$ cat config.mk
export PLATFORM = sky130hd
export DESIGN_NAME = cts_timer_set
export DESIGN_NICKNAME = d
export VERILOG_FILES = /design/src/verilog/cts_pkg.sv /design/src/verilog/cts_timer_set.sv /design/src/verilog/cts_rf_counter.sv
export VERILOG_INCLUDE_DIRS = /design/src /design/src/verilog
export SDC_FILE = /design/constraint.sdc
export NUM_CORES = 1
export LEC_CHECK = 0
export ABC_AREA = 1
export BUFFER_PORTS_ARGS = -buffer_cell sky130_fd_sc_hd__buf_2
export CAP_MARGIN = 15
export CORE_MARGIN = 4
export CORE_UTILIZATION = 60
export DETAILED_ROUTE_END_ITERATION = 12
export GPL_ROUTABILITY_DRIVEN = 0
export HOLD_SLACK_MARGIN = 0.08
export PLACE_DENSITY = 0.79
export SYNTH_ARGS = -nofsm -noshare
export SYNTH_HDL_FRONTEND = slang
export SYNTH_SLANG_ARGS = --single-unit
$ cat constraint.sdc
create_clock -name clk_sys -period 9.06 [get_ports clk_sys]
set_input_delay 0.453 -clock clk_sys [delete_from_list [all_inputs] [get_ports clk_sys]]
set_output_delay 0.453 -clock clk_sys [all_outputs]
set_load 0.01 [all_outputs]
$ cat src/verilog/cts_map.svh
`ifndef CTS_MAP_SVH
`define CTS_MAP_SVH

// ==========================================================================
// Register offsets (byte addresses)
`define CTS_ADDR_W          14
`define CTS_BANK_STRIDE     4
`define CTS_OFS_CFG_A       14'h0078
`define CTS_OFS_CFG_B       14'h007C
`define CTS_OFS_CFG_C       14'h0080
`define CTS_OFS_RLD_A       14'h0084
`define CTS_OFS_RLD_B       14'h0088
`define CTS_OFS_RLD_C       14'h008C
`define CTS_OFS_OUT_A       14'h0090
`define CTS_OFS_OUT_B       14'h0094
`define CTS_OFS_OUT_C       14'h0098
`define CTS_OFS_TRIM_CFG    14'h009C
`define CTS_OFS_FLAGS       14'h3FE0
`define CTS_OFS_FLAGS_CLR   14'h3FE8

// ==========================================================================
// Fields
`define CTS_RST_VAL         32'h0000_0000
`define CTS_CFG_PRESC_LSB   0
`define CTS_CFG_PRESC_MSB   2
`define CTS_CFG_TRIG_LSB    3
`define CTS_CFG_TRIG_MSB    5
`define CTS_CFG_RELOAD_EN   6
`define CTS_CFG_START       7
`define CTS_CFG_STOP        8
`define CTS_CFG_KEEP_MASK   32'h0000_007F
`define CTS_TRIM_VAL_MSB    19
`define CTS_TRIM_SLOW       20
`define CTS_TRIM_START      21
`define CTS_TRIM_STOP       22
`define CTS_TRIM_SRC_REC    24
`define CTS_TRIM_KEEP_MASK  32'h011F_FFFF
`define CTS_VAL_MSB         19

`endif

$ cat src/verilog/cts_pkg.sv
package cts_pkg;
  typedef enum logic [2:0] {
    CTS_TRIG_NOW, CTS_TRIG_FIELD_ON, CTS_TRIG_FIELD_OFF, CTS_TRIG_RX_START,
    CTS_TRIG_RX_END, CTS_TRIG_TX_START, CTS_TRIG_TX_END, CTS_TRIG_TRIM_RUN
  } cts_trig_t;

  typedef enum logic [1:0] {CTS_IDLE, CTS_ARMED, CTS_RUN} cts_mode_t;

  // True when the next count step reaches zero
  function automatic logic ctsAtEnd(input logic [19:0] cnt);
    ctsAtEnd = (cnt <= 20'h0_0001);
  endfunction
endpackage

$ cat src/verilog/cts_timer_set.sv
`timescale 1ns/1ps
`include "cts_map.svh"
module cts_timer_set
  import cts_pkg::*;
#(
  parameter int VAL_W = 20
)(
  input  wire logic                   clk_sys,
  input  wire logic                   rst,
  input  wire logic                   ce,
  input  wire logic [`CTS_ADDR_W-1:0] regAddr,
  input  wire logic                   regWrEn,
  input  wire logic                   regRdEn,
  input  wire logic [31:0]            regWrData,
  output logic      [31:0]            regRdData,
  input  wire logic                   pllTick,
  input  wire logic                   pllLocked,
  input  wire logic                   recTick,
  input  wire logic                   rfFieldPresent,
  input  wire logic                   fastOscTick,
  input  wire logic                   slowOscTick,
  input  wire logic                   fieldOn,
  input  wire logic                   fieldOff,
  input  wire logic                   rxStart,
  input  wire logic                   rxEnd,
  input  wire logic                   txStart,
  input  wire logic                   txEnd,
  output logic      [3:0]             timerFlags,
  output logic                        irq
);
  // Widest divide is 256, so eight prescaler bits cover every setting
  localparam int RF_PRESC_W = 8;
  localparam int RF_N       = 3;

  typedef struct packed {
    logic [2:0][31:0]      cfg;
    logic [2:0][VAL_W-1:0] rld;
    logic [31:0]           trimCfg;
    logic [VAL_W-1:0]      trimCnt;
    logic                  trimRun;
    logic [3:0]            flags;
    logic                  halfTog;
    logic [31:0]           rdData;
  } cts_st_t;

  cts_st_t               st_reg;
  cts_st_t               st_next;
  logic                  carrierOk;
  logic                  tick27;
  logic                  carrierTick;
  logic                  trimTick;
  logic [2:0]            armReq;
  logic [2:0]            stopReq;
  logic [2:0]            rfRun;
  logic [2:0]            rfExp;
  logic [2:0][VAL_W-1:0] rfCnt;
  logic [7:0]            trigHit;
  logic                  wrCfg;
  logic                  trimExp;
  logic [31:0]           statusWord;

  // ========================================================================
  // Helpers
  function automatic logic bankHit(input logic [`CTS_ADDR_W-1:0] addr,
                                   input logic [`CTS_ADDR_W-1:0] base,
                                   input int                     idx);
    // Timer banks sit one word apart from their first member
    bankHit = (addr == base + `CTS_ADDR_W'(`CTS_BANK_STRIDE * idx));
  endfunction

  // Counts and reload values are zero-extended onto the read bus
  function automatic logic [31:0] padVal(input logic [VAL_W-1:0] v);
    padVal = 32'(v);
  endfunction

  // ========================================================================
  // Carrier clock: 27.12 MHz ticks halved, from PLL or field recovery
  always_comb
  begin
    carrierOk   = st_reg.trimCfg[`CTS_TRIM_SRC_REC] ? rfFieldPresent : pllLocked;
    // A source switch mid-run may cut one carrier period short; switch while idle
    tick27      = st_reg.trimCfg[`CTS_TRIM_SRC_REC] ? recTick : pllTick;
    carrierTick = carrierOk & tick27 & st_reg.halfTog;
    // Oscillator ticks are ignored with no carrier present
    trimTick    = carrierOk
      & (st_reg.trimCfg[`CTS_TRIM_SLOW] ? slowOscTick : fastOscTick);
    trigHit     = {st_reg.trimRun, txEnd, txStart, rxEnd, rxStart,
                   fieldOff, fieldOn, 1'b1};
    // Status: flags, two spare bits, trim zero, rf running a..c, trim running
    statusWord  = {21'h00_0000, st_reg.trimRun, rfRun, st_reg.trimCnt == '0,
                   2'h0, st_reg.flags};
  end

  // ========================================================================
  // Three RF timers
  genvar gi;
  generate
    // Each timer has its own prescaler, so divide settings never interact
    for (gi = 0; gi < RF_N; gi++)
    begin : g_rf
      cts_rf_counter #(
        .VAL_W   (VAL_W),
        .PRESC_W (RF_PRESC_W)
      ) u_cnt (
        .clk_sys     (clk_sys),
        .rst         (rst),
        .ce          (ce),
        .carrierTick (carrierTick),
        .armReq      (armReq[gi]),
        .stopReq     (stopReq[gi]),
        .trigSel     (cts_trig_t'(st_reg.cfg[gi][`CTS_CFG_TRIG_MSB:`CTS_CFG_TRIG_LSB])),
        .trigHit     (trigHit),
        .reloadEn    (st_reg.cfg[gi][`CTS_CFG_RELOAD_EN]),
        .reloadVal   (st_reg.rld[gi]),
        .prescSel    (st_reg.cfg[gi][`CTS_CFG_PRESC_MSB:`CTS_CFG_PRESC_LSB]),
        .count       (rfCnt[gi]),
        .running     (rfRun[gi]),
        .expired     (rfExp[gi])
      );
    end
  endgenerate

  // ========================================================================
  // Register file, trimming timer and flags
  always_comb
  begin
    st_next = st_reg;
    armReq  = '0;
    stopReq = '0;
    wrCfg   = 1'b0;
    trimExp = 1'b0;
    if (carrierOk & tick27)
    begin
      st_next.halfTog = ~st_reg.halfTog;
    end

    // Trimming timer counts down on its oscillator ticks
    if (st_reg.trimRun & trimTick)
    begin
      st_next.trimCnt = st_reg.trimCnt - 1'b1;
      if (ctsAtEnd(st_reg.trimCnt))
      begin
        st_next.trimCnt = '0;
        st_next.trimRun = 1'b0;
        trimExp         = 1'b1;
      end
    end

    if (regWrEn)
    begin
      for (int i = 0; i < RF_N; i++)
      begin
        wrCfg = bankHit(regAddr, `CTS_OFS_CFG_A, i);
        if (wrCfg)
        begin
          // Start and stop are commands and read back as zero
          st_next.cfg[i] = regWrData & `CTS_CFG_KEEP_MASK;
          armReq[i]      = regWrData[`CTS_CFG_START];
          stopReq[i]     = regWrData[`CTS_CFG_STOP];
        end
        if (bankHit(regAddr, `CTS_OFS_RLD_A, i))
        begin
          st_next.rld[i] = regWrData[`CTS_VAL_MSB:0];
        end
      end
      // Stop wins over start, so a stray start bit cannot restart the timer
      if (regAddr == `CTS_OFS_TRIM_CFG)
      begin
        st_next.trimCfg = regWrData & `CTS_TRIM_KEEP_MASK;
        if (regWrData[`CTS_TRIM_STOP])
        begin
          st_next.trimRun = 1'b0;
        end
        else if (regWrData[`CTS_TRIM_START])
        begin
          st_next.trimRun = 1'b1;
          st_next.trimCnt = regWrData[`CTS_TRIM_VAL_MSB:0];
        end
      end
      if (regAddr == `CTS_OFS_FLAGS_CLR)
      begin
        st_next.flags = st_reg.flags & ~regWrData[3:0];
      end
    end

    // A new expiry wins over a clear in the same cycle
    st_next.flags = st_next.flags | {trimExp, rfExp};

    // Read data is registered and lands the edge after the strobe
    if (regRdEn)
    begin
      unique case (regAddr)
        `CTS_OFS_CFG_A:    st_next.rdData = st_reg.cfg[0];
        `CTS_OFS_CFG_B:    st_next.rdData = st_reg.cfg[1];
        `CTS_OFS_CFG_C:    st_next.rdData = st_reg.cfg[2];
        `CTS_OFS_RLD_A:    st_next.rdData = padVal(st_reg.rld[0]);
        `CTS_OFS_RLD_B:    st_next.rdData = padVal(st_reg.rld[1]);
        `CTS_OFS_RLD_C:    st_next.rdData = padVal(st_reg.rld[2]);
        `CTS_OFS_OUT_A:    st_next.rdData = padVal(rfCnt[0]);
        `CTS_OFS_OUT_B:    st_next.rdData = padVal(rfCnt[1]);
        `CTS_OFS_OUT_C:    st_next.rdData = padVal(rfCnt[2]);
        `CTS_OFS_TRIM_CFG: st_next.rdData = st_reg.trimCfg;
        `CTS_OFS_FLAGS:    st_next.rdData = statusWord;
        default:           st_next.rdData = `CTS_RST_VAL;
      endcase
    end
  end

  // All state, read data included, is frozen while ce is low
  always_ff @(posedge clk_sys or posedge rst)
  begin
    if (rst)
    begin
      st_reg <= '0;
    end
    else if (ce)
    begin
      st_reg <= st_next;
    end
  end

  assign regRdData  = st_reg.rdData;
  assign timerFlags = st_reg.flags;
  assign irq        = |st_reg.flags;
endmodule

$ cat src/verilog/cts_rf_counter.sv
`timescale 1ns/1ps
`include "cts_map.svh"
module cts_rf_counter
  import cts_pkg::*;
#(
  parameter int VAL_W   = 20,
  parameter int PRESC_W = 8
)(
  input  wire logic             clk_sys,
  input  wire logic             rst,
  input  wire logic             ce,
  input  wire logic             carrierTick,
  input  wire logic             armReq,
  input  wire logic             stopReq,
  input  wire cts_trig_t        trigSel,
  input  wire logic [7:0]       trigHit,
  input  wire logic             reloadEn,
  input  wire logic [VAL_W-1:0] reloadVal,
  input  wire logic [2:0]       prescSel,
  output logic      [VAL_W-1:0] count,
  output logic                  running,
  output logic                  expired
);
  typedef struct packed {
    cts_mode_t          mode;
    logic [VAL_W-1:0]   cnt;
    logic [PRESC_W-1:0] presc;
    logic               exp;
  } cts_cnt_st_t;

  cts_cnt_st_t st_reg;
  cts_cnt_st_t st_next;
  logic        step;

  // ========================================================================
  // Prescaler: tick every 2^(sel+1) carrier cycles
  always_comb
  begin
    step = carrierTick
      & (&(st_reg.presc | ~(PRESC_W'((2 << prescSel) - 1))));
  end

  // ========================================================================
  // Counter
  always_comb
  begin
    st_next     = st_reg;
    st_next.exp = 1'b0;
    if (carrierTick)
    begin
      st_next.presc = st_reg.presc + 1'b1;
    end
    if (stopReq)
    begin
      st_next.mode = CTS_IDLE;
    end
    else if (armReq)
    begin
      st_next.mode = CTS_ARMED;
    end
    else
    begin
      unique case (st_reg.mode)
        CTS_ARMED:
        begin
          if (trigHit[trigSel])
          begin
            st_next.mode  = CTS_RUN;
            st_next.cnt   = reloadVal;
            st_next.presc = '0;
          end
        end
        CTS_RUN:
        begin
          if (step)
          begin
            st_next.cnt = st_reg.cnt - 1'b1;
            if (ctsAtEnd(st_reg.cnt))
            begin
              st_next.exp = 1'b1;
              if (reloadEn)
              begin
                st_next.cnt = reloadVal;
              end
              else
              begin
                st_next.cnt  = '0;
                st_next.mode = CTS_IDLE;
              end
            end
          end
        end
        default:
        begin
        end
      endcase
    end
  end

  always_ff @(posedge clk_sys or posedge rst)
  begin
    if (rst)
    begin
      st_reg <= '{mode: CTS_IDLE, cnt: '0, presc: '0, exp: 1'b0};
    end
    else if (ce)
    begin
      st_reg <= st_next;
    end
  end

  assign count   = st_reg.cnt;
  assign running = (st_reg.mode == CTS_RUN);
  assign expired = st_reg.exp;
endmodule

==> results of run 1 <==
critical path, stage by stage (launching register included):
cell      delay [ns]
dfrtp_1         0.40
inv_1           0.08
ha_1            0.72
clkinv_1        0.61
nand2_2         0.40
inv_1           0.34
nand2_1         0.14
nand3_1         0.08
nand2_1         0.06
o21ai_0         0.08
cell type report:
cell class	count	area (um^2)
diodes	2	5.005
flip-flops and latches	244	6106
fillers	2298	8972
clock buffers	38	808.3
inverters	266	1008
multi-input cells	1765	8339
repair buffers	89	465.4
clock inverters	9	156.4
well taps	335	419.2
stage by stage:
stage | worst slack, ns | cell area [um^2] | hold WS (ns) | cells | util [%]
6_report | 6.005 | 17310 | 0.08236 | 2748 | 65.86
5_1_grt | 5.818 | 17310 | 0.1259 | 2747 | 65.85
4_1_cts | 6.082 | 17300 | 0.1094 | 2746 | 65.84
3_5_place_dp | 5.655 | 16340 | 0.4613 | 2699 | 62.17
3_3_place_gp | 5.738 | 16340 | 0.4603 | 2699 | 62.17
2_1_floorplan | 1.905 | 16160 | 0.4500 | 2394 | -
kinds of logic after synthesis:
group                      count (synthesis)  share of synthesized area (%)
and+or+nand+nor                         1320                          35.20
buffers and inverters                    385                          10.65
AOI/OAI and AO/OA                        378                          12.73
DFF                                      244                          37.87
xor gates and xnor gates                  38                          2.064
adders and majority gates                 17                          1.319
muxes                                      2                         0.1397
other                                      1                        0.02326
metal layers:
layer	GRT usage, %	vias up
li1	-	7645
met1	48.11	7619
met2	52.40	939
met3	7.453	165
met4	14.97	0
met5	0	-
power by group through the flow:
stage | Clock [mW] | Sequential [mW] | Combinational (mW)
3_5_place_dp | 0 | 1.45 | 1.90
4_1_cts | 1.21 | 1.44 | 1.91
2_1_floorplan | 0 | 1.40 | 1.52
3_3_place_gp | 0 | 1.45 | 1.85
6_report | 1.20 | 1.45 | 1.96
5_1_grt | 1.26 | 1.47 | 2.19
worst max-delay path by stage:
stage	cells past startpoint	from	to	slack [ns]
5_1_grt	9	g_rf[0].u_cnt.st_reg[29]	g_rf[0].u_cnt.count[0]	5.82
4_1_cts	9	g_rf[0].u_cnt.st_reg[29]	g_rf[0].u_cnt.count[2]	6.08
6_report	9	g_rf[0].u_cnt.st_reg[29]	g_rf[0].u_cnt.count[2]	6.00
2_1_floorplan	1	rst	g_rf[0].u_cnt.count[0]	1.91
3_5_place_dp	10	regAddr[9]	st_reg[78]	5.65
3_3_place_gp	10	regAddr[11]	st_reg[78]	5.74
cell usage in the layout, fill, tap and decap left out, drive strengths merged, types with 3 or more instances in the layout:
master  Yosys  final
clkinv      1      6
a21oi      64     64
nor2      285    285
nor3       24     24
a31oi       5      5
o21ai     248    248
a22oi      10     10
buf        79     89
xor2       36     36
ha         17     17
o21a        3      3
conb        1     10
dfrtp     244    244
o22ai      35     35
o31ai       4      4
nand4      35     35
inv       265    265
nand2     751    751
o211ai      4      4
clkbuf     40     38
and2        3      3
nor4        4      4
bufinv      0      4
nand3     209    209
nand3b      4      4
==> summary.txt, run 1 <==
Status
  – Run status: completed

CTS
  – Root Buffer Master: clkbuf_16
  – Post-CTS Hold Buffers: 0
  – Post-cts sizing count: 0
  – Clock Latency Late Sink: roughly 0.56 ns
  – Max clock buf depth: 3
  – CTS tree: yes
  – CTS Buf Count: 28
  – H-tree Lvls: 1
  – Clock transition at the registers of the reported paths: about 0.06 ns
  – # Post-CTS Setup Buffers: 0
  – CTS Sinks: 244

STA
  – Slew headroom: around two fifths
  – Worst Max-Slew Pin Slew: about 0.92 ns
  – Final Hold Fails: 0
  – Final setup fails: 0
  – Peak Freq: between 300 and 400 MHz
  – Crit share post-route: roughly a third
  – RSZ-0062 raised after global routing: false
  – Final Skew: roughly 0.022 ns
  – Post-Route Setup TNS: 0 ns
  – Slew Limit Fails: 0
  – Fin crit period: about 3.1 ns

Yosys
  – Distinct cell type count after synthesis: 50
  – Warnings from Yosys: 0
  – Yosys reg bits: about 240
  – Synth Instances: around 2,400
  – EDFF count, synth: 0
  – Commonest cells in the netlist: 731 x nand2_1, 253 x inv_1, 251 x nor2_1
  – Asr flop ratio synth: between 90% and 100%
  – Largest area contributor in the netlist: dfrtp_1
  – Most common cell in the netlist: nand2_1
  – Post-synthesis sequential area ratio: between 30% and 40%
  – Main area contributors after synthesis: dfrtp_1 38%, nand2_1 17%, o21ai_0 6.4%
  – Syn Area/Cell: between 6 and 7 um^2
  – Share of the synthesized area in the top cell type: 37.87%
  – Post-synthesis cell area: ~16,000 um^2
  – Top_reg_cell synth: dfrtp_1

Route
  – Drc violations: 0
  – Top sig layer: met4
  – Avg Vias per Cell: roughly 6.0
  – Routed Antenna Nets: 0
  – Final wirelength: just over 50 mm
  – WL met3: 6.055 mm
  – WL per Instance: 18.55 um
  – Wl on met1: 19.92 mm
  – Initial DRC Count: between 1,500 and 2,000
  – Detailed Routing Iterations Pass 1: 6
  – DR WL met2: 22.29 mm
  – Vias: around 16,000

Critical path
  – Reg2reg setup slack: roughly 6.0 ns
  – Worst Path Arrival: approximately 3.5 ns
  – Worst setup SP type: register
  – FF-to-FF End: g_rf[0].u_cnt.count[2]
  – CP Max Fanout: 19
  – Worst setup EP type: register
  – Origin of the critical flop-to-flop path: g_rf[0].u_cnt.st_reg[29]
  – R2R cell count: 9
  – Worst path required time: around 9.5 ns
  – WS Path Type: reg2reg

Min path
  – Hold Crit Class: in2async

GRT
  – Pin count of the biggest net entering global routing: between 100 and 150
  – Vias in the first global route: around 15,000
  – Total congestion overflow: 0
  – Global-route usage over all layers: about a third
  – Initial antenna violation count: 1
  – First-pass GRT wire length: between 80 and 90 mm

Floorplanning
  – Die Ht: between 150 and 200 um
  – Initial Util: between 60% and 70%
  – Core area: roughly 26,000 um^2
  – I/O pins: 100
  – Chip width: ~170 um
  – Die area: a little under 30,000 um^2
  – Row Count: 59

Power
  – Overall power: ~4.6 mW
  – Power Dens Cells: about 270 nW/um^2
  – P_int: roughly 2.6 mW
  – Clk pwr share: 26.1%
  – VDD IR max: slightly above 0.2 mV
  – Sequential power share: approximately a third
  – Psw: just over 2 mW
  – Switching power as a share of total power: between 40% and 50%
  – Combinational group share of total power: between 40% and 50%
  – Lkg Pwr: roughly 8.7 nW

Placement
  – Number of port buffers: between 80 and 90
  – DP HPWL: ~37 mm

Layout
  – Layout Nets: 2,474
  – Max reg flops: 125
  – Share of layout cells above drive strength 1: 9.540%
  – Layout Area Growth over Synthesis: 7.349%

Job
  – Count of maximum capacitance violations: 0
(Power assumes the default switching activity.)
==> run 2: changes to the inputs <==
--- a/config.mk
+++ b/config.mk
@@ -10,11 +10,11 @@
 export BUFFER_PORTS_ARGS = -buffer_cell sky130_fd_sc_hd__buf_2
 export CAP_MARGIN = 15
 export CORE_MARGIN = 4
-export CORE_UTILIZATION = 60
+export CORE_UTILIZATION = 56
 export DETAILED_ROUTE_END_ITERATION = 12
 export GPL_ROUTABILITY_DRIVEN = 0
 export HOLD_SLACK_MARGIN = 0.08
-export PLACE_DENSITY = 0.79
+export PLACE_DENSITY = 0.77
 export SYNTH_ARGS = -nofsm -noshare
 export SYNTH_HDL_FRONTEND = slang
 export SYNTH_SLANG_ARGS = --single-unit
==> constraint.sdc (replaced) <==
create_clock -name clk_sys -period 2.5 [get_ports clk_sys]
set_input_delay 0.125 -clock clk_sys [delete_from_list [all_inputs] [get_ports clk_sys]]
set_output_delay 0.125 -clock clk_sys [all_outputs]
set_load 0.01 [all_outputs]
==> summary.txt, run 2 (synthesis results as in run 1) <==
STA
  – Worst Max-Slew Pin Slew: between 0.6 and 0.7 ns
  – Fin crit period: 2.235 ns
  – Final Hold Fails: 0
  – Slew Limit Fails: 0
  – Worst Slack Setup Final: 0.2653 ns
  – Final Skew: around 0.031 ns
  – Slew headroom: a little under three fifths
  – Peak Freq: approximately 450 MHz
  – RSZ-0062 raised after global routing: false
  – Crit share post-route: between 80 and 90%
  – Final setup fails: 0

GRT
  – M2 GR Usage: between 50 and 60%
  – First-pass GRT wire length: between 80 and 90 mm
  – GR Layer Usage met3: approximately 7.1%
  – Busiest grt layer: met2
  – Pin count of the biggest net entering global routing: 79
  – Global-route usage over all layers: 33.34%
  – Initial antenna violation count: 2
  – Global-route met1 utilization: between 40 and 50%
  – Vias in the first global route: around 16,000
  – Total congestion overflow: 0

Status
  – Run status: completed

Layout
  – Most frequent cells in the layout: 731 x nand2_1, 252 x inv_1, 251 x nor2_1
  – Layout Area Growth over Synthesis: 10.76%
  – Max reg flops: between 100 and 150
  – Finished Layout Cells: ~2,900
  – Commonest non-fill, non-tap cell in the layout: nand2_1
  – N_diodes: 0
  – Design Area, Final: ~18,000 um^2
  – Share of layout cells above drive strength 1: 10.84%
  – Layout Nets: about 2,500

Floorplanning
  – Die Ht: between 150 and 200 um
  – Chip width: roughly 180 um
  – I/O pins: 100
  – Core area: approximately 28,000 um^2
  – Initial Util: 57.40%
  – Row Count: slightly above 60
  – Die area: ~32,000 um^2

Power
  – VDD IR max: ~0.77 mV
  – Overall power: roughly 17 mW
  – Power Dens Cells: between 900 and 1000 nW/um^2
  – Lkg Pwr: roughly 8.9 nW

Min path
  – Hold Crit Class: in2reg
  – Critical hold path startpoint: regAddr[6]
  – Hold-critical path depth: 5
  – WHS Endpoint: g_rf[0].u_cnt.st_reg[29]

CTS
  – # Post-CTS Setup Buffers: 0
  – Max clock buf depth: 3
  – CTS Sinks: 244
  – Clock Latency Late Sink: between 0.5 and 0.6 ns
  – CTS tree: yes
  – CTS Buf Count: 28
  – Clock transition at the registers of the reported paths: about 0.060 ns
  – H-tree Lvls: 1
  – Root Buffer Master: clkbuf_16

Critical path
  – Worst Path Arrival: ~2.7 ns
  – FF-to-FF End: g_rf[1].u_cnt.count[3]
  – Slowest-stage cell, CP: dfrtp_1
  – R2R cell count: 13
  – Origin of the critical flop-to-flop path: g_rf[1].u_cnt.count[0]
  – Largest stage delay, worst path: around 0.42 ns
  – WS Path Type: reg2reg
  – Most numerous cell on the critical path: nand2_1
  – CP Max Fanout: 14
  – Reg2reg setup slack: roughly 0.27 ns
  – Worst path required time: around 3.0 ns
  – Worst setup EP type: register
  – Worst setup SP type: register
  – Cells along the critical path: inv_1 -> ha_1 -> nand2_2 -> nor2_4 -> nand2_1 -> nand2_1 -> nand2_2 -> buf_4 -> o21ai_0 -> o21ai_0 -> o21ai_0 -> nand2_1 -> nand2_1

Route
  – Vias: roughly 17,000
  – Routed Antenna Nets: 0
  – WL per Instance: about 18 um
  – Initial DRC Count: around 2,000
  – Drc violations: 0
  – Detailed Routing Iterations Pass 1: 9
  – Avg Vias per Cell: 5.794
  – Final wirelength: approximately 52 mm

Placement
  – Number of port buffers: 81
  – DP HPWL: just under 40 mm
  – Post-DP Area: about 17,000 um^2
  – DP Cell Count: about 2,800
  – Setup WS pre-CTS: approximately 0.32 ns

Job
  – Count of maximum capacitance violations: 0
==> run 2: cell count changes in the layout (fill, tap and decap cells not counted), sizes merged <==
cell         delta
diode           -2
buf            +37
bufinv          -3
clkbuf          +1
inv             -1
dlygate4sd3    +22
clkinv          +3
clkinvlp        +2
==> run 2: worst max-delay path by stage <==
stage                                 startpoint                  endpoint  slack (ns)  depth (start not counted)
final                     g_rf[1].u_cnt.count[0]    g_rf[1].u_cnt.count[3]        0.27                         13
after global routing      g_rf[1].u_cnt.count[0]  g_rf[1].u_cnt.st_reg[29]        0.06                         13
after CTS                 g_rf[2].u_cnt.count[0]   g_rf[2].u_cnt.count[16]        0.28                         12
after detailed placement  g_rf[1].u_cnt.count[0]  g_rf[1].u_cnt.st_reg[29]        0.32                         13
after global placement    g_rf[2].u_cnt.count[0]   g_rf[2].u_cnt.count[13]        0.33                         12
after floorplan                              rst    g_rf[0].u_cnt.count[0]       -0.83                          1
==> run 2: worst max-delay path: cells and delay by family (launching register included) <==
| family | cells | cell delay (ns) |
|---|---|---|
| AO/OA/AOI/OAI | 3 | 0.32 |
| flip-flops | 1 | 0.42 |
| buffers and inverters | 2 | 0.43 |
| AND/OR/NAND/NOR | 7 | 0.74 |
| adder cells (fa/ha/maj) | 1 | 0.25 |
==> run 2: area by class of cell <==
type                            instances  area [um^2]
Tap cell                              378        473.0
Sequential cell                       244         6106
Timing Repair Buffer                  148         1026
Multi-Input combinational cell       1765         8347
Inverter                              266         1005
Fill cell                            2520        10230
Clock inverter                         10        88.84
Clock buffer                           39        812.0
==> run 2: layer usage <==
layer,vias to the layer above,part of all wire [%]
li1,7764,-
met1,7583,39
met2,986,44
met3,176,12
met4,4,5.4
met5,-,0.059
==> run 2: metrics by stage <==
step                TNS [ns]  utilization, %  hold slack, ns
floorplan            -202.22               -          0.2755
global placement           0           59.56          0.2268
detailed placement         0           59.56          0.2310
CTS                        0           63.55         0.08899
global route               0           63.58          0.1242
finish                     0           63.58          0.1026
==> run 2: what timing repair did <==
item                                    in CTS  in global routing
hold buffers                                22                  0
endpoints found under the hold margin      137                  0
endpoints found under the setup margin       0                  2
gates resized for setup                      0                  1
==> run 2: power by group <==
part,internal (mW),leakage (nW),switching [mW]
registers,4.53,3.23,0.739
clock network,2.35,0.449,1.69
logic,2.41,5.24,4.91
total,9.29,8.91,7.33
